==> src/core/rtc_cfg.svh <==
// Purpose: offsets, field positions, reset values and timing counts
// Assumes: 4-bit register index, 8-bit data, 25 MHz system clock
// Notes: included by the control top and the calendar modules
`ifndef RTC_CFG_SVH
`define RTC_CFG_SVH

// ****************************************
// register offsets
// ****************************************
`define RTC_OFF_CTRL 4'h0
`define RTC_OFF_FLAG 4'h1
`define RTC_OFF_R64 4'h2
`define RTC_OFF_CNT0 4'h3
`define RTC_OFF_CNT_LAST 4'h9
`define RTC_OFF_ALM0 4'ha

// ****************************************
// field positions
// ****************************************
`define RTC_CTRL_PEF 7
`define RTC_CTRL_PSEL_HI 6
`define RTC_CTRL_PSEL_LO 4
`define RTC_CTRL_OSC 3
`define RTC_CTRL_ROUND 2
`define RTC_CTRL_DRST 1
`define RTC_CTRL_RUN 0
`define RTC_FLAG_CF 7
`define RTC_FLAG_CIE 4
`define RTC_FLAG_AIE 3
`define RTC_FLAG_AF 0
`define RTC_ALM_EN 7

// ****************************************
// reset values
// ****************************************
`define RTC_CTRL_RST 8'h09
`define RTC_FLAG_RST 8'h00
`define RTC_ALM_RST 8'h00

// ****************************************
// timing
// ****************************************
`define RTC_CLK_NS 40
`define RTC_ROUND_LIMIT_NS 91600
`define RTC_ROUND_LIMIT_CYC (`RTC_ROUND_LIMIT_NS / `RTC_CLK_NS)
`define RTC_DIV_W 16
`define RTC_R64_LO 9
`define RTC_SEC_BITS 15

`endif

==> src/core/rtc_pkg.sv <==
// Purpose: shared types of the calendar control block
// Assumes: binary counter fields
// Notes: constants live in rtc_cfg.svh
package rtc_pkg;

  typedef enum logic [2:0] {
    rtc_per_none,
    rtc_per_256th,
    rtc_per_64th,
    rtc_per_16th,
    rtc_per_4th,
    rtc_per_half,
    rtc_per_1s,
    rtc_per_2s
  } rtc_period_t;

  typedef struct packed {
    logic [6:0] sec;
    logic [6:0] min;
    logic [4:0] hour;
    logic [2:0] wkday;
    logic [4:0] date;
    logic [3:0] month;
    logic [6:0] year;
  } rtc_time_t;

endpackage : rtc_pkg

==> src/core/rtc_cal_if.sv <==
// Purpose: links control top with calendar and alarm modules
// Assumes: one clock domain
// Notes: wr_sel indexes counter or alarm field
`timescale 1ns/100ps
interface rtc_cal_if;
  logic sec_tick;
  logic round;
  logic run;
  logic cnt_wr;
  logic alm_wr;
  logic [2:0] wr_sel;
  logic [7:0] wr_data;
  rtc_pkg::rtc_time_t now;
  logic sec_inc;
  logic match;
  logic [5:0][7:0] alm_regs;

  modport ctrl (
    output sec_tick, round, run, cnt_wr, alm_wr, wr_sel, wr_data,
    input now, sec_inc, match, alm_regs
  );
  modport cal (
    input sec_tick, round, run, cnt_wr, wr_sel, wr_data,
    output now, sec_inc
  );
  modport alm (
    input alm_wr, wr_sel, wr_data, now,
    output match, alm_regs
  );
endinterface : rtc_cal_if

==> src/core/rtc_calendar.sv <==
// Purpose: seconds to year counters with rounding
// Assumes: binary fields, 31-day months
// Notes: writes ignored while counting
`timescale 1ns/100ps
`include "rtc_cfg.svh"
module rtc_calendar (
  // clock and reset
  input wire logic clk_i,
  input wire logic rst_i,
  // control link
  rtc_cal_if.cal cal
);

  // carry in bit 7, next value in bits 6:0
  function automatic logic [7:0] step(input logic [6:0] v,
    input logic [6:0] lo, input logic [6:0] hi, input logic en);
    if (!en)
      step = {1'b0, v};
    else if (v >= hi)
      step = {1'b1, lo};
    else
      step = {1'b0, 7'(v + 7'h01)};
  endfunction : step

  rtc_pkg::rtc_time_t now;
  wire logic sec_en = cal.run && cal.sec_tick;
  wire logic round_up = cal.round && (now.sec >= 7'h1e);
  wire logic [7:0] s_st = step(now.sec, 7'h00, 7'h3b, sec_en);
  wire logic min_en = cal.round ? round_up : s_st[7];
  wire logic [7:0] m_st = step(now.min, 7'h00, 7'h3b, min_en);
  wire logic [7:0] h_st = step({2'b00, now.hour}, 7'h00, 7'h17,
    m_st[7]);
  wire logic [7:0] w_st = step({4'h0, now.wkday}, 7'h00, 7'h06,
    h_st[7]);
  wire logic [7:0] d_st = step({2'b00, now.date}, 7'h01, 7'h1f,
    h_st[7]);
  wire logic [7:0] mo_st = step({3'b000, now.month}, 7'h01, 7'h0c,
    d_st[7]);
  wire logic [7:0] y_st = step(now.year, 7'h00, 7'h63, mo_st[7]);
  wire logic wr_ok = cal.cnt_wr && !cal.run;

  always_ff @(posedge clk_i or posedge rst_i)
  begin
    if (rst_i)
    begin
      now <= '{7'h00, 7'h00, 5'h00, 3'h0, 5'h01, 4'h1, 7'h00};
    end
    else if (wr_ok)
    begin
      case (cal.wr_sel)
        3'h0: now.sec <= cal.wr_data[6:0];
        3'h1: now.min <= cal.wr_data[6:0];
        3'h2: now.hour <= cal.wr_data[4:0];
        3'h3: now.wkday <= cal.wr_data[2:0];
        3'h4: now.date <= cal.wr_data[4:0];
        3'h5: now.month <= cal.wr_data[3:0];
        3'h6: now.year <= cal.wr_data[6:0];
        default: now <= now;
      endcase
    end
    else
    begin
      now.sec <= cal.round ? 7'h00 : s_st[6:0];
      now.min <= m_st[6:0];
      now.hour <= h_st[4:0];
      now.wkday <= w_st[2:0];
      now.date <= d_st[4:0];
      now.month <= mo_st[3:0];
      now.year <= y_st[6:0];
    end
  end

  assign cal.now = now;
  assign cal.sec_inc = sec_en || cal.round;

endmodule : rtc_calendar

==> src/core/rtc_alarm.sv <==
// Purpose: alarm field registers and match detection
// Assumes: enable bit 7 in each field
// Notes: match is a one-cycle pulse on entering a match
`timescale 1ns/100ps
`include "rtc_cfg.svh"
module rtc_alarm (
  // clock and reset
  input wire logic clk_i,
  input wire logic rst_i,
  // control link
  rtc_cal_if.alm alm
);

  logic [5:0][7:0] regs;
  logic match_q;
  wire logic [5:0] en;
  wire logic [5:0] eq;

  assign eq[0] = regs[0][6:0] == alm.now.sec;
  assign eq[1] = regs[1][6:0] == alm.now.min;
  assign eq[2] = regs[2][4:0] == alm.now.hour;
  assign eq[3] = regs[3][2:0] == alm.now.wkday;
  assign eq[4] = regs[4][4:0] == alm.now.date;
  assign eq[5] = regs[5][3:0] == alm.now.month;

  genvar i;
  generate
    for (i = 0; i < 6; i++)
    begin : g_en
      assign en[i] = regs[i][`RTC_ALM_EN];
    end
  endgenerate

  // no enabled field means no alarm at all
  wire logic match_now = (|en) && (&(~en | eq));

  always_ff @(posedge clk_i or posedge rst_i)
  begin
    if (rst_i)
    begin
      regs <= {6{`RTC_ALM_RST}};
      match_q <= 1'b0;
    end
    else
    begin
      if (alm.alm_wr)
        regs[alm.wr_sel] <= alm.wr_data;
      match_q <= match_now;
    end
  end

  assign alm.match = match_now && !match_q;
  assign alm.alm_regs = regs;

endmodule : rtc_alarm

==> src/core/rtc_ctrl_top.sv <==
// Purpose: run, round and periodic control of the calendar clock
// Assumes: crystal level sampled on clk_i; manual reset synchronous
// Notes: registers reached through a plain strobe port
`timescale 1ns/100ps
`include "rtc_cfg.svh"
module rtc_ctrl_top (
  // clock and resets
  input wire logic clk_i,
  input wire logic rst_i,
  input wire logic manual_rst_i,
  // crystal
  input wire logic calendar_crystal_input_i,
  output logic oscillator_enable_o,
  // register port
  input wire logic [3:0] addr_i,
  input wire logic [7:0] wdata_i,
  input wire logic we_i,
  input wire logic re_i,
  output logic [7:0] rdata_o,
  // interrupt requests
  output logic periodic_irq_o,
  output logic alarm_irq_o,
  output logic carry_irq_o
);

  // ****************************************
  // helpers
  // ****************************************
  // low divider bits that must be all ones for one interval
  function automatic logic [`RTC_DIV_W-1:0] period_mask(
    input rtc_pkg::rtc_period_t sel);
    case (sel)
      rtc_pkg::rtc_per_256th: period_mask = 16'h007f;
      rtc_pkg::rtc_per_64th: period_mask = 16'h01ff;
      rtc_pkg::rtc_per_16th: period_mask = 16'h07ff;
      rtc_pkg::rtc_per_4th: period_mask = 16'h1fff;
      rtc_pkg::rtc_per_half: period_mask = 16'h3fff;
      rtc_pkg::rtc_per_1s: period_mask = 16'h7fff;
      rtc_pkg::rtc_per_2s: period_mask = 16'hffff;
      default: period_mask = 16'h0000;
    endcase
  endfunction : period_mask

  function automatic logic all_ones(input logic [`RTC_DIV_W-1:0] v,
    input logic [`RTC_DIV_W-1:0] m);
    all_ones = (m != 16'h0000) && ((v & m) == m);
  endfunction : all_ones

  // ****************************************
  // state
  // ****************************************
  logic periodic_flag;
  rtc_pkg::rtc_period_t period_select;
  logic oscillator_enable;
  logic counter_run;
  logic carry_flag;
  logic carry_irq_enable;
  logic alarm_interrupt_enable;
  logic alarm_flag;
  logic [`RTC_DIV_W-1:0] div;
  logic xs1;
  logic xs2;
  logic xs3;
  logic xstable;
  logic rd_pend;
  logic [7:0] rdata;

  rtc_cal_if link ();

  // ****************************************
  // crystal edge detection
  // ****************************************
  // a level counts only once second and third stage agree
  wire logic xagree = xs2 == xs3;
  wire logic xrise = xagree && xs3 && !xstable;
  wire logic osc_tick = xrise && oscillator_enable;

  always_ff @(posedge clk_i or posedge rst_i)
  begin
    if (rst_i)
    begin
      xs1 <= 1'b0;
      xs2 <= 1'b0;
      xs3 <= 1'b0;
      xstable <= 1'b0;
    end
    else
    begin
      xs1 <= calendar_crystal_input_i;
      xs2 <= xs1;
      xs3 <= xs2;
      if (xagree)
        xstable <= xs3;
    end
  end

  // ****************************************
  // register decode
  // ****************************************
  wire logic sel_ctrl = addr_i == `RTC_OFF_CTRL;
  wire logic sel_flag = addr_i == `RTC_OFF_FLAG;
  wire logic sel_r64 = addr_i == `RTC_OFF_R64;
  wire logic sel_cnt = (addr_i >= `RTC_OFF_CNT0) &&
    (addr_i <= `RTC_OFF_CNT_LAST);
  wire logic sel_alm = addr_i >= `RTC_OFF_ALM0;
  wire logic [3:0] cnt_idx = addr_i - `RTC_OFF_CNT0;
  wire logic [3:0] alm_idx = addr_i - `RTC_OFF_ALM0;
  wire logic wr_ctrl = we_i && sel_ctrl;
  wire logic wr_flag = we_i && sel_flag;
  wire logic rd_count = re_i && (sel_r64 || sel_cnt);

  // action bits are pulses and never stored
  wire logic round_pulse = wr_ctrl && wdata_i[`RTC_CTRL_ROUND];
  wire logic drst_pulse = wr_ctrl && wdata_i[`RTC_CTRL_DRST];

  // ****************************************
  // divider chain and 64 Hz counter
  // ****************************************
  wire logic [`RTC_DIV_W-1:0] sec_mask = 16'h7fff;
  wire logic [`RTC_DIV_W-1:0] r64_mask = 16'h01ff;
  wire logic sec_tick = osc_tick && all_ones(div, sec_mask);
  wire logic r64_carry = osc_tick && all_ones(div, r64_mask);
  wire logic period_hit = osc_tick &&
    all_ones(div, period_mask(period_select));

  always_ff @(posedge clk_i or posedge rst_i)
  begin
    if (rst_i)
      div <= 16'h0000;
    else if (round_pulse || drst_pulse)
      div <= 16'h0000;
    else if (osc_tick)
      div <= div + 16'h0001;
  end

  // ****************************************
  // calendar and alarm
  // ****************************************
  assign link.sec_tick = sec_tick;
  assign link.round = round_pulse;
  assign link.run = counter_run;
  assign link.cnt_wr = we_i && sel_cnt;
  assign link.alm_wr = we_i && sel_alm;
  assign link.wr_sel = sel_alm ? alm_idx[2:0] : cnt_idx[2:0];
  assign link.wr_data = wdata_i;

  rtc_calendar u_cal (
    .clk_i(clk_i),
    .rst_i(rst_i),
    .cal(link.cal)
  );

  rtc_alarm u_alm (
    .clk_i(clk_i),
    .rst_i(rst_i),
    .alm(link.alm)
  );

  // ****************************************
  // control register
  // ****************************************
  // set beats a same-cycle clear; writing 1 keeps the flag as is
  wire logic next_periodic_flag = period_hit ||
    (periodic_flag && !(wr_ctrl && !wdata_i[`RTC_CTRL_PEF]));

  always_ff @(posedge clk_i or posedge rst_i)
  begin
    if (rst_i)
    begin
      periodic_flag <= 1'(`RTC_CTRL_RST >> `RTC_CTRL_PEF);
      period_select <= rtc_pkg::rtc_per_none;
      oscillator_enable <= 1'(`RTC_CTRL_RST >> `RTC_CTRL_OSC);
      counter_run <= 1'(`RTC_CTRL_RST >> `RTC_CTRL_RUN);
    end
    else if (manual_rst_i)
    begin
      // oscillator and run bits survive a manual reset
      periodic_flag <= 1'b0;
      period_select <= rtc_pkg::rtc_per_none;
    end
    else
    begin
      // no standby path here: contents simply hold
      periodic_flag <= next_periodic_flag;
      if (wr_ctrl)
      begin
        period_select <= rtc_pkg::rtc_period_t'(
          wdata_i[`RTC_CTRL_PSEL_HI:`RTC_CTRL_PSEL_LO]);
        oscillator_enable <= wdata_i[`RTC_CTRL_OSC];
        counter_run <= wdata_i[`RTC_CTRL_RUN];
      end
    end
  end

  // ****************************************
  // flag register
  // ****************************************
  // carry seen in the read cycle or the one after it
  wire logic carry_ev = r64_carry || link.sec_inc;
  wire logic carry_set = carry_ev && (rd_count || rd_pend);
  wire logic next_carry_flag = carry_set ||
    (carry_flag && !(wr_flag && !wdata_i[`RTC_FLAG_CF]));
  wire logic next_alarm_flag = link.match ||
    (alarm_flag && !(wr_flag && !wdata_i[`RTC_FLAG_AF]));

  always_ff @(posedge clk_i or posedge rst_i)
  begin
    if (rst_i)
    begin
      carry_flag <= 1'b0;
      carry_irq_enable <= 1'b0;
      alarm_interrupt_enable <= 1'b0;
      alarm_flag <= 1'b0;
      rd_pend <= 1'b0;
    end
    else
    begin
      rd_pend <= rd_count;
      carry_flag <= next_carry_flag;
      if (manual_rst_i)
      begin
        carry_irq_enable <= 1'b0;
        alarm_interrupt_enable <= 1'b0;
        alarm_flag <= 1'b0;
      end
      else
      begin
        alarm_flag <= next_alarm_flag;
        if (wr_flag)
        begin
          carry_irq_enable <= wdata_i[`RTC_FLAG_CIE];
          alarm_interrupt_enable <= wdata_i[`RTC_FLAG_AIE];
        end
      end
    end
  end

  // ****************************************
  // read path
  // ****************************************
  // action bits always read back as zero
  wire logic [7:0] ctrl_word = {periodic_flag, period_select,
    oscillator_enable, 1'b0, 1'b0, counter_run};
  wire logic [7:0] flag_word = {carry_flag, 2'b00, carry_irq_enable,
    alarm_interrupt_enable, 2'b00, alarm_flag};
  wire rtc_pkg::rtc_time_t now = link.now;
  logic [7:0] cnt_word;
  logic [7:0] read_word;

  always_comb
  begin
    case (cnt_idx[2:0])
      3'h0: cnt_word = {1'b0, now.sec};
      3'h1: cnt_word = {1'b0, now.min};
      3'h2: cnt_word = {3'b000, now.hour};
      3'h3: cnt_word = {5'h00, now.wkday};
      3'h4: cnt_word = {3'b000, now.date};
      3'h5: cnt_word = {4'h0, now.month};
      3'h6: cnt_word = {1'b0, now.year};
      default: cnt_word = 8'h00;
    endcase
  end

  always_comb
  begin
    if (sel_ctrl)
      read_word = ctrl_word;
    else if (sel_flag)
      read_word = flag_word;
    else if (sel_r64)
      read_word = {2'b00, div[`RTC_SEC_BITS-1:`RTC_R64_LO]};
    else if (sel_cnt)
      read_word = cnt_word;
    else
      read_word = link.alm_regs[alm_idx[2:0]];
  end

  always_ff @(posedge clk_i or posedge rst_i)
  begin
    if (rst_i)
      rdata <= 8'h00;
    else
      rdata <= re_i ? read_word : 8'h00;
  end

  // ****************************************
  // outputs
  // ****************************************
  assign rdata_o = rdata;
  assign oscillator_enable_o = oscillator_enable;
  assign periodic_irq_o = periodic_flag;
  assign alarm_irq_o = alarm_flag && alarm_interrupt_enable;
  assign carry_irq_o = carry_flag && carry_irq_enable;

endmodule : rtc_ctrl_top

==> config.mk <==
export PLATFORM = sky130hd
export DESIGN_NAME = rtc_ctrl_top
export DESIGN_NICKNAME = d
export VERILOG_FILES = /design/src/core/rtc_pkg.sv /design/src/core/rtc_cal_if.sv /design/src/core/rtc_calendar.sv /design/src/core/rtc_alarm.sv /design/src/core/rtc_ctrl_top.sv
export VERILOG_INCLUDE_DIRS = /design/src /design/src/core
export SDC_FILE = /design/constraint.sdc
export NUM_CORES = 1
export LEC_CHECK = 0
export BUFFER_PORTS_ARGS = -buffer_cell sky130_fd_sc_hd__buf_4
export CORE_UTILIZATION = 35
export DETAILED_ROUTE_END_ITERATION = 8
export PLACE_DENSITY = 0.62
export SLEW_MARGIN = 10
export SYNTH_ARGS = -nofsm -noshare
export SYNTH_HDL_FRONTEND = slang
export SYNTH_SLANG_ARGS = --single-unit
==> constraint.sdc <==
create_clock -name clk_i -period 5.72 [get_ports clk_i]
set_input_delay 1.144 -clock clk_i [delete_from_list [all_inputs] [get_ports clk_i]]
set_output_delay 1.144 -clock clk_i [all_outputs]
set_load 0.005 [all_outputs]
==> results of run 1 <==
==> critical path: cells and delay by family <==
family                   cells  cell delay (ns)
AO/OA/AOI/OAI                2             0.95
adder cells (fa/ha/maj)      1             0.58
buffers and inverters        2             0.44
multiplexers                 1             0.27
AND/OR/NAND/NOR              3             0.80
==> cell type report <==
type | instances | share of cell area [%]
Clock buffer | 20 | 5.26
Clock inverter | 12 | 2.12
Inverter | 27 | 1.22
Multi-Input combinational cell | 567 | 48.2
Sequential cell | 126 | 36.4
Tap cell | 275 | 3.96
Timing Repair Buffer | 33 | 2.85
==> power by group <==
part	internal (W)	switching, W
registers	0.00112	0.000331
clock network	0.000756	0.000422
logic	0.000410	0.000369
==> synth_stat cells, types with 5 or more instances <==
cell,count
sky130_fd_sc_hd__dfrtp_1,122
sky130_fd_sc_hd__nor2_1,73
sky130_fd_sc_hd__mux2_2,70
sky130_fd_sc_hd__nand2_1,48
sky130_fd_sc_hd__nand3_1,36
sky130_fd_sc_hd__a21oi_1,34
sky130_fd_sc_hd__o21ai_0,32
sky130_fd_sc_hd__inv_1,26
sky130_fd_sc_hd__clkbuf_1,25
sky130_fd_sc_hd__xnor2_1,24
sky130_fd_sc_hd__xor2_1,24
sky130_fd_sc_hd__ha_1,19
sky130_fd_sc_hd__a22oi_1,15
sky130_fd_sc_hd__a31oi_1,14
sky130_fd_sc_hd__buf_2,12
sky130_fd_sc_hd__and2_1,9
sky130_fd_sc_hd__mux2i_1,9
sky130_fd_sc_hd__o22ai_1,9
sky130_fd_sc_hd__mux4_2,8
sky130_fd_sc_hd__nand4_1,8
sky130_fd_sc_hd__and3_1,7
sky130_fd_sc_hd__nor3_1,6
sky130_fd_sc_hd__a222oi_1,5
sky130_fd_sc_hd__nand2b_1,5
sky130_fd_sc_hd__nand3b_1,5
sky130_fd_sc_hd__nor2b_1,5
sky130_fd_sc_hd__nor4_1,5
sky130_fd_sc_hd__o211ai_1,5
==> logic make-up after synthesis <==
| group | after synthesis | share of synthesized area [%] |
|---|---|---|
| AND/OR/NAND/NOR | 228 | 15.0 |
| adder cells (fa/ha/maj) | 19 | 3.10 |
| buffers and inverters | 71 | 4.07 |
| flip-flops | 126 | 41.2 |
| XOR/XNOR | 48 | 5.49 |
| multiplexers | 88 | 14.0 |
| AO/OA/AOI/OAI | 184 | 17.0 |
==> registers in the layout, summed over array words and instances, names as in the netlist, 3 cells and up <==
signal and count:
period_select 3, rdata_o 8, u_cal.cal.now 38, u_alm.alm.alm_regs 48
div 16
==> stage by stage <==
step	instance area, µm²	cells	setup slack, ns	utilization [%]	total power, W
final	8690	1060	1.83	40.9	0.00341
after global routing	8690	1060	1.62	40.9	0.00358
after CTS	8690	1060	1.94	40.9	0.00342
after detailed placement	8050	1028	1.48	37.9	0.00223
after global placement	8050	1028	1.53	37.9	0.00220
after floorplan	7660	764	1.23	-	0.00195
==> metal layers <==
| metal | GRT usage, % | vias to the layer above | share of wire [%] |
|---|---|---|---|
| li1 | - | 2837 | - |
| met1 | 28.5 | 3025 | 46 |
| met2 | 30.6 | 217 | 44 |
| met3 | 5.00 | 51 | 6.6 |
| met5 | 0 | - | 0 |
| met4 | 8.54 | 0 | 3.4 |
==> worst paths after layout <==
check | start | end
max | addr_i[0] | u_cal.cal.now[27]
min | xs1 | xs2
max reg2reg | u_cal.cal.now[31] | u_cal.cal.now[27]
min reg2reg | xs1 | xs2
max in group asynchronous | rst_i | u_cal.cal.now[23]
min in group asynchronous | rst_i | u_alm.alm.alm_regs[38]
==> qor.yml, run 1 <==
outcome: "completed"
tritoncts.num_buffers: 17
syn_inst: 764
fin_worst_hold_slack_ns: 0.353
cts-resized-gates: 0
critical_path.max_fanout: 25
slew_headroom_pct: 25.0
dieArea_mm2: 0.0225
port-buffer-count: 29
worstSkewPairLatency_ns: 0.43
post-dp-hpwl_um: 15800
worst_setup_path_start_kind: "primary input"
unrepaired_setup_endpoints_after_global_routing: "false"
finalWorstPathRequiredPeriod_ns: 3.89
max_clock_freq_mhz: 257
detail_route.iter0.violations: 728
nNetsFinal: 809
final.setup.tns_ns: 0
worst_hold_path_type: "flip-flop to flip-flop"
proportion_of_layout_cells_with_a_drive_suffix_above_1_pct: 21.4
dr_total_vias: 6130
aggregate_global_route_resource_usage_pct: 20.6
wl_per_cell_um: 20.9
ff_latch_area_mm2: 0.00316
critPathMaxStageDelay_ns: 0.75
gp_congestion: 0.895
vias_in_the_first_global_route: 5874
drt-pass1-iter-count: 6
htree_num_levels: 4
antenna_found_initial: 0
reg2reg_slack_ns: 2.94
cts_num_sinks: 126
path_cells: "buf_4 > inv_1 > ha_1 > or3b_4 > nand4bb_1 > o21a_2 > a32oi_1 > mux2i_1 > nand3_1"
setup-violations-final: 0
grt_first_pass_wirelength_um: 34400
footprint_of_the_multi_input_gates_mm2: 0.00419
maximum_number_of_pins_on_one_net_before_global_route_repair: 53
report.final.slew_viol_count: 0
clockBufferDepth: 2
reg2regPathDepth: 7
via_per_inst: 5.78
worstMarginPinSlew_ns: 1.12
yosysUniqueCellTypes: 84
fp-row-count: 53
layout-area-overhead-vs-synth_pct: 13.4
worstSetupEndpointType: "flip-flop"
finalHoldViolCount: 0
routed_wl_um: 22100
mappedNetlistNets: 801
post_synth_top_area_cell: "sky130_fd_sc_hd__dfrtp_1"
layout_commonest_cell: "sky130_fd_sc_hd__dfrtp_1"
antenna-diode-count: 0
synth_ff_type: "sky130_fd_sc_hd__dfrtp_1"
design.portCount: 30
floorplan.initialDensity_pct: 36.1
leakage_nw: 3.77
synth.yosys.warnings: 0
fill_cells: 2090
postCtsSetupBuffers: 0
synth_async_sr_flop_share_pct: 100
tritoncts_clock_tree: "done"
holdPathStages: 0
postCtsHoldBufs: 0
worstPathArrival_ns: 4.20
max-cap-violations: 0
core-area_mm2: 0.0212
synthesis.area_mm2: 0.00766
drc_errors: 0
req_time_crit_path_ns: 6.03
root_buffer: "sky130_fd_sc_hd__clkbuf_16"
synthTopCellsByArea: "sky130_fd_sc_hd__dfrtp_1, sky130_fd_sc_hd__mux2_2, sky130_fd_sc_hd__nor2_1, sky130_fd_sc_hd__ha_1, sky130_fd_sc_hd__xnor2_1"
grt_overflow_total: 0
ant_nets: 0
final.setup_skew_ns: 0.00789
synth_largest_type_area_fraction_pct: 39.9
worst_path_max_delay_cell: "sky130_fd_sc_hd__a32oi_1"
timing.setup.critical_path_class: "primary input to flip-flop"
cellPowerDensity_mw_per_mm2: 393
synth_seq_area_share_pct: 41.2
cts.reportedPaths.clkPinSlew_ns: 0.06
synth-edff-count: 0
die_width_um: 150
fin_crit_sh_pct: 68.0
synth-seq-cells: 126
fp.dieH_um: 150
vdd_ir_drop_max_mv: 0.206
syn-mean-instance-area_um2: 10.0
most-common-layout-cells: "sky130_fd_sc_hd__dfrtp_1, sky130_fd_sc_hd__nor2_1, sky130_fd_sc_hd__mux2_2"
(Power assumes the default switching activity.)
==> inputs of run 2 (changes only) <==
- clock period: 5.72 -> 4.1 ns (I/O delays scaled with it)
==> run 2 against run 1 <==
Compared with the run above:
- combinational power up 41%
- register-to-register slack worse by 1.6 ns
- die area unchanged
- global-route usage up 0.35 points
- sequential power up 39%
- critical path type unchanged
==> qor.yml, run 2 (synthesis results as in run 1) <==
postCtsSetupBuffers: 0  # unchanged
path_buf_inv: 3  # +1
worstMarginPinSlew_ns: 0.998  # -0.123 ns
drc_errors: 0  # unchanged
fp-row-count: 53  # unchanged
cts.reportedPaths.clkPinSlew_ns: 0.06  # about the same
ant_nets: 0  # unchanged
most-common-layout-cells: "sky130_fd_sc_hd__dfrtp_1, sky130_fd_sc_hd__nor2_1, sky130_fd_sc_hd__mux2_2"
finalHoldViolCount: 0  # unchanged
antenna_found_initial: 0  # unchanged
floorplan.initialDensity_pct: 36.1  # unchanged
postCtsHoldBufs: 0  # unchanged
cellPowerDensity_mw_per_mm2: 528  # +35%
htree_num_levels: 4  # unchanged
worstPathArrival_ns: 3.40  # -0.80 ns
postPlaceCellArea_mm2: 0.00813  # +1.1%
critical-path-top-delay-family: "compound AO/OA/AOI/OAI gates"
post-dp-hpwl_um: 16100  # +1.8%
tritoncts.num_buffers: 17  # unchanged
fp.dieH_um: 150  # unchanged
core-area_mm2: 0.0212  # unchanged
antenna-diode-count: 0  # unchanged
stdcell_area_mm2: 0.00870  # +0.12%
worstSkewPairLatency_ns: 0.43  # about the same
max-cap-violations: 0  # unchanged
cts_num_sinks: 126  # unchanged
req_time_crit_path_ns: 4.41  # -1.62 ns
dp_worst_setup_slack_ns: 0.612  # -0.866 ns
leakage_nw: 3.78  # about the same
die_width_um: 150  # unchanged
aggregate_global_route_resource_usage_pct: 21.0  # +0.35 points
wl_per_cell_um: 20.9  # +0.16%
grt_first_pass_wirelength_um: 35200  # +2.3%
maximum_number_of_pins_on_one_net_before_global_route_repair: 48  # -9.4%
nNetsFinal: 817  # +0.99%
vdd_ir_drop_max_mv: 0.229  # +11%
root_buffer: "sky130_fd_sc_hd__clkbuf_16"
drt-pass1-iter-count: 7  # +1
design.portCount: 30  # unchanged
outcome: "completed"
grt_overflow_total: 0  # unchanged
layout_commonest_cell: "sky130_fd_sc_hd__dfrtp_1"
dieArea_mm2: 0.0225  # unchanged
slew_headroom_pct: 33.3  # +8.3 points
final.setup.tns_ns: 0  # unchanged
proportion_of_layout_cells_with_a_drive_suffix_above_1_pct: 22.1  # +0.67 points
fin_crit_sh_pct: 75.4
timing.setup.critical_path_class: "primary input to flip-flop"
tritoncts_clock_tree: "done"
final.setup_skew_ns: 0.00822  # +0.000327 ns
setup-violations-final: 0  # unchanged
crit_top_cell: "sky130_fd_sc_hd__buf_4"
worst_hold_path_type: "flip-flop to flip-flop"
numPlacedInstances: 1036  # +0.78%
worstSetupEndpointType: "flip-flop"
routed_wl_um: 22300  # +0.91%
via_per_inst: 5.81  # +0.42%
flip_flop_count_of_the_largest_register_all_copies_and_words_added: 48  # unchanged
gp_congestion: 0.935  # +4.4%
worst_path_max_delay_cell: "sky130_fd_sc_hd__ha_1"
port-buffer-count: 29  # unchanged
worst_setup_path_start_kind: "primary input"
critPathMaxStageDelay_ns: 0.59  # -0.16 ns
detail_route.iter0.violations: 746  # +2.5%
max_clock_freq_mhz: 324
path_cells: "buf_4 > buf_4 > ha_1 > a21bo_2 > a22o_1 > nor2_1 > a211oi_1 > buf_4 > mux2_2"
dr_total_vias: 6202  # +1.2%
unrepaired_setup_endpoints_after_global_routing: "false"
vias_in_the_first_global_route: 5905  # +0.53%
critical_path.max_fanout: 22  # -12%
cts-resized-gates: 0  # unchanged
layout-area-overhead-vs-synth_pct: 13.5
clockBufferDepth: 2  # unchanged
fin_worst_hold_slack_ns: 0.354  # +0.000502 ns
postLayoutSetupSlackWorst_ns: 1.01  # -0.822 ns
layoutNonFillerInstCount: 1068  # +0.75%
finalWorstPathRequiredPeriod_ns: 3.09
report.final.slew_viol_count: 0  # unchanged
-- run 2: final timing paths --
check                                 endpoint                 from  slack, ns  depth (start not counted)
max in group asynchronous  oscillator_enable_o                rst_i       2.71                          3
max reg2reg                  u_cal.cal.now[17]  oscillator_enable_o       1.31                          6
max                          u_cal.cal.now[32]            addr_i[1]       1.01                          9
min reg2reg                                xs2                  xs1       0.35                          0
min in group asynchronous           alarm_flag                rst_i       0.61                          2
min                                        xs2                  xs1       0.35                          0
-- run 2: layout make-up --
type | instances | area, µm²
Fill cell | 2079 | 12500
Multi-Input combinational cell | 567 | 4190
Sequential cell | 126 | 3160
Clock buffer | 19 | 433
Tap cell | 275 | 344
Timing Repair Buffer | 41 | 333
Clock inverter | 13 | 131
Inverter | 27 | 108
-- run 2: layer usage --
| layer | vias to the layer above | share of wire [%] | track usage (%) | wire length [µm] |
|---|---|---|---|---|
| met5 | - | 0 | 0 | 0 |
| met4 | 0 | 3.3 | 9.04 | 743 |
| met3 | 47 | 7.1 | 5.15 | 1580 |
| met2 | 228 | 44 | 30.5 | 9780 |
| met1 | 3069 | 46 | 29.3 | 10200 |
| li1 | 2858 | - | - | - |
-- run 2: report_power, final --
part	internal, W	switching, W	total, W	leakage [nW]
clock network	0.000845	0.000625	0.00147	0.266
registers	0.00157	0.000458	0.00202	1.58
logic	0.000579	0.000520	0.00110	1.93
-- run 2: worst register-to-register path, cell delays in order, from the launching register on --
cell                       delay, ns
sky130_fd_sc_hd__dfstp_2        0.60
sky130_fd_sc_hd__nand4b_1       0.26
sky130_fd_sc_hd__nor4_4         0.56
sky130_fd_sc_hd__a21o_1         0.31
sky130_fd_sc_hd__and3_1         0.47
sky130_fd_sc_hd__nor2_1         0.16
sky130_fd_sc_hd__mux2_2         0.30
-- run 2: through the flow --
stage,util (%),total power [W]
3_5_place_dp,38.3,0.00312
3_3_place_gp,38.3,0.00310
4_1_cts,41.0,0.00459
5_1_grt,41.0,0.00483
6_report,41.0,0.00459
2_1_floorplan,-,0.00272
==> inputs of run 3 (changes only) <==
- clock period: 4.1 -> 2.85 ns (I/O delays scaled with it)
==> run 3 against run 2 <==
Compared with the run above:
- die area unchanged
- via count increased by 2.0%
- non-clock buffer count increased by 29
- first-iteration DRC count decreased by 7.0%
- global-route usage about the same
- critical endpoint is now u_cal.cal.now[16]
- largest cell class unchanged
==> qor.yml, run 3 (synthesis results as in run 1) <==
worst_setup_path_start_kind: "flip-flop"
dp_worst_setup_slack_ns: 0.0833  # -0.529 ns
aggregate_global_route_resource_usage_pct: 21.0  # +0.032 points
clockBufferDepth: 2  # unchanged
layout-area-overhead-vs-synth_pct: 16.9
core-area_mm2: 0.0212  # unchanged
worst_hold_path_type: "primary input to async pin"
root_buffer: "sky130_fd_sc_hd__clkbuf_16"
p_int_w: 0.00443  # +48%
worstSetupEndpointType: "flip-flop"
drc_errors: 0  # unchanged
met3_demand_to_capacity_share_in_global_routing_pct: 4.79  # -0.37 points
gp_congestion: 0.885  # -5.3%
wl_per_cell_um: 20.3  # -2.6%
final_core_utilization_pct: 42.2  # +1.2 points
proportion_of_layout_cells_with_a_drive_suffix_above_1_pct: 25.3  # +3.2 points
postPlaceCellArea_mm2: 0.00835  # +2.7%
net-switching-power_w: 0.00232  # +45%
pwr-share-comb_pct: 24.3  # +0.4 points
port-buffer-count: 29  # unchanged
detail_route.iter0.violations: 694  # -7.0%
grt_most_used_layer: "met2"
postCtsHoldBufs: 0  # unchanged
fin_crit_sh_pct: 91.5
ant_nets: 0  # unchanged
unrepaired_setup_endpoints_after_global_routing: "false"
grt_overflow_total: 0  # unchanged
antenna-diode-count: 0  # unchanged
max-cap-violations: 0  # unchanged
post-dp-hpwl_um: 16300  # +1.5%
design.portCount: 30  # unchanged
fp.dieH_um: 150  # unchanged
vias_in_the_first_global_route: 6075  # +2.9%
worstMarginPinSlew_ns: 0.664  # -0.334 ns
tritoncts_clock_tree: "done"
cts.reportedPaths.clkPinSlew_ns: 0.06  # about the same
worstPathArrival_ns: 2.92  # -0.48 ns
layout_commonest_cell: "sky130_fd_sc_hd__dfrtp_1"
leakage_nw: 3.95  # +4.5%
max_clock_freq_mhz: 383
pwr-share-clk_pct: 33.2  # +1.2 points
power.share.switching_pct: 34.4  # -0.51 points
report.final.slew_viol_count: 0  # unchanged
postLayoutSetupSlackWorst_ns: 0.241  # -0.769 ns
worstSkewPairLatency_ns: 0.43  # about the same
htree_num_levels: 4  # unchanged
most-common-layout-cells: "sky130_fd_sc_hd__dfrtp_1, sky130_fd_sc_hd__nor2_1, sky130_fd_sc_hd__mux2_2"
cellPowerDensity_mw_per_mm2: 754  # +43%
postCtsSetupBuffers: 0  # unchanged
p_seq_share_pct: 42.5  # -1.6 points
die_width_um: 150  # unchanged
floorplan.initialDensity_pct: 36.1  # unchanged
outcome: "completed"
timing.setup.critical_path_class: "flip-flop to flip-flop"
drt-pass1-iter-count: 5  # -2
fp-row-count: 53  # unchanged
setup-violations-final: 0  # unchanged
cts_num_sinks: 126  # unchanged
antenna_found_initial: 0  # unchanged
maximum_number_of_pins_on_one_net_before_global_route_repair: 53  # +10%
finalWorstPathRequiredPeriod_ns: 2.61
final.setup.tns_ns: 0  # unchanged
via_per_inst: 5.77  # -0.65%
dieArea_mm2: 0.0225  # unchanged
dr_total_vias: 6329  # +2.0%
finalHoldViolCount: 0  # unchanged
nNetsFinal: 846  # +3.5%
final.setup_skew_ns: 0.00819  # -0.0000354 ns
cts-resized-gates: 0  # unchanged
routed_wl_um: 22300  # about the same
vdd_ir_drop_max_mv: 0.365  # +59%
req_time_crit_path_ns: 3.16  # -1.25 ns
flip_flop_count_of_the_largest_register_all_copies_and_words_added: 48  # unchanged
tritoncts.num_buffers: 17  # unchanged
slew_headroom_pct: 55.6  # +22 points
stdcell_area_mm2: 0.00896  # +3.0%
critical_path.max_fanout: 9  # -59%
grt_first_pass_wirelength_um: 35300  # +0.39%
groute.layer.met1.usage_pct: 29.8  # +0.47 points
met2_capacity_usage_during_global_routing_pct: 30.6  # +0.069 points
[run 3: cell count changes in the layout (fill, tap and decap cells not counted), sizes merged]
cell,change
buf,+29
inv,+3
clkbuf,-2
bufinv,+1
clkinv,-1
clkinvlp,-1
[run 3: final timing paths]
kind	from	to	slack [ns]	depth (start not counted)
hold reg to reg	xs1	xs2	0.35	0
max in group asynchronous	rst_i	u_cal.cal.now[11]	1.91	3
setup / recovery	u_cal.cal.now[32]	u_cal.cal.now[16]	0.24	7
min in group clk_i	calendar_crystal_input_i	xs1	0.26	1
setup reg to reg	u_cal.cal.now[32]	u_cal.cal.now[16]	0.24	7
hold / removal	rst_i	u_alm.alm.alm_regs[45]	0.23	2
[run 3: power groups by stage]
stage | Sequential [W] | Clock [W] | Combinational [W]
after floorplan | 0.00263 | 0 | 0.00128
after global placement | 0.00287 | 0 | 0.00159
after detailed placement | 0.00288 | 0 | 0.00163
after CTS | 0.00285 | 0.00228 | 0.00163
after global routing | 0.00293 | 0.00237 | 0.00182
final | 0.00287 | 0.00225 | 0.00164
[run 3: critical path, cell delays in order (launching register included)]
cell                       delay [ns]
sky130_fd_sc_hd__dfrtp_1         0.52
sky130_fd_sc_hd__ha_1            0.32
sky130_fd_sc_hd__a211oi_1        0.39
sky130_fd_sc_hd__o22ai_2         0.18
sky130_fd_sc_hd__o2111a_1        0.28
sky130_fd_sc_hd__and3_1          0.22
sky130_fd_sc_hd__nor2_1          0.22
sky130_fd_sc_hd__mux2_2          0.36
[run 3: per-stage QoR]
| stage | total power, W | instances | hold slack (ns) |
|---|---|---|---|
| global placement | 0.00446 | 1065 | 0.336 |
| detailed placement | 0.00450 | 1065 | 0.345 |
| global route | 0.00712 | 1097 | 0.237 |
| floorplan | 0.00391 | 764 | 0.331 |
| CTS | 0.00676 | 1097 | 0.235 |
| finish | 0.00676 | 1097 | 0.229 |
[run 3: area by class of cell]
cell class | instances | area [µm²]
Fill cell | 2059 | 12300
Multi-Input combinational cell | 567 | 4190
Sequential cell | 126 | 3160
Timing Repair Buffer | 70 | 551
Clock buffer | 17 | 425
Tap cell | 275 | 344
Clock inverter | 15 | 179
Inverter | 27 | 108
[run 3: per-layer routing]
layer | vias to the layer above | part of all wire [%]
li1 | 2917 | -
met1 | 3124 | 47
met2 | 243 | 44
met3 | 45 | 6.6
met4 | 0 | 3.0
met5 | - | 0
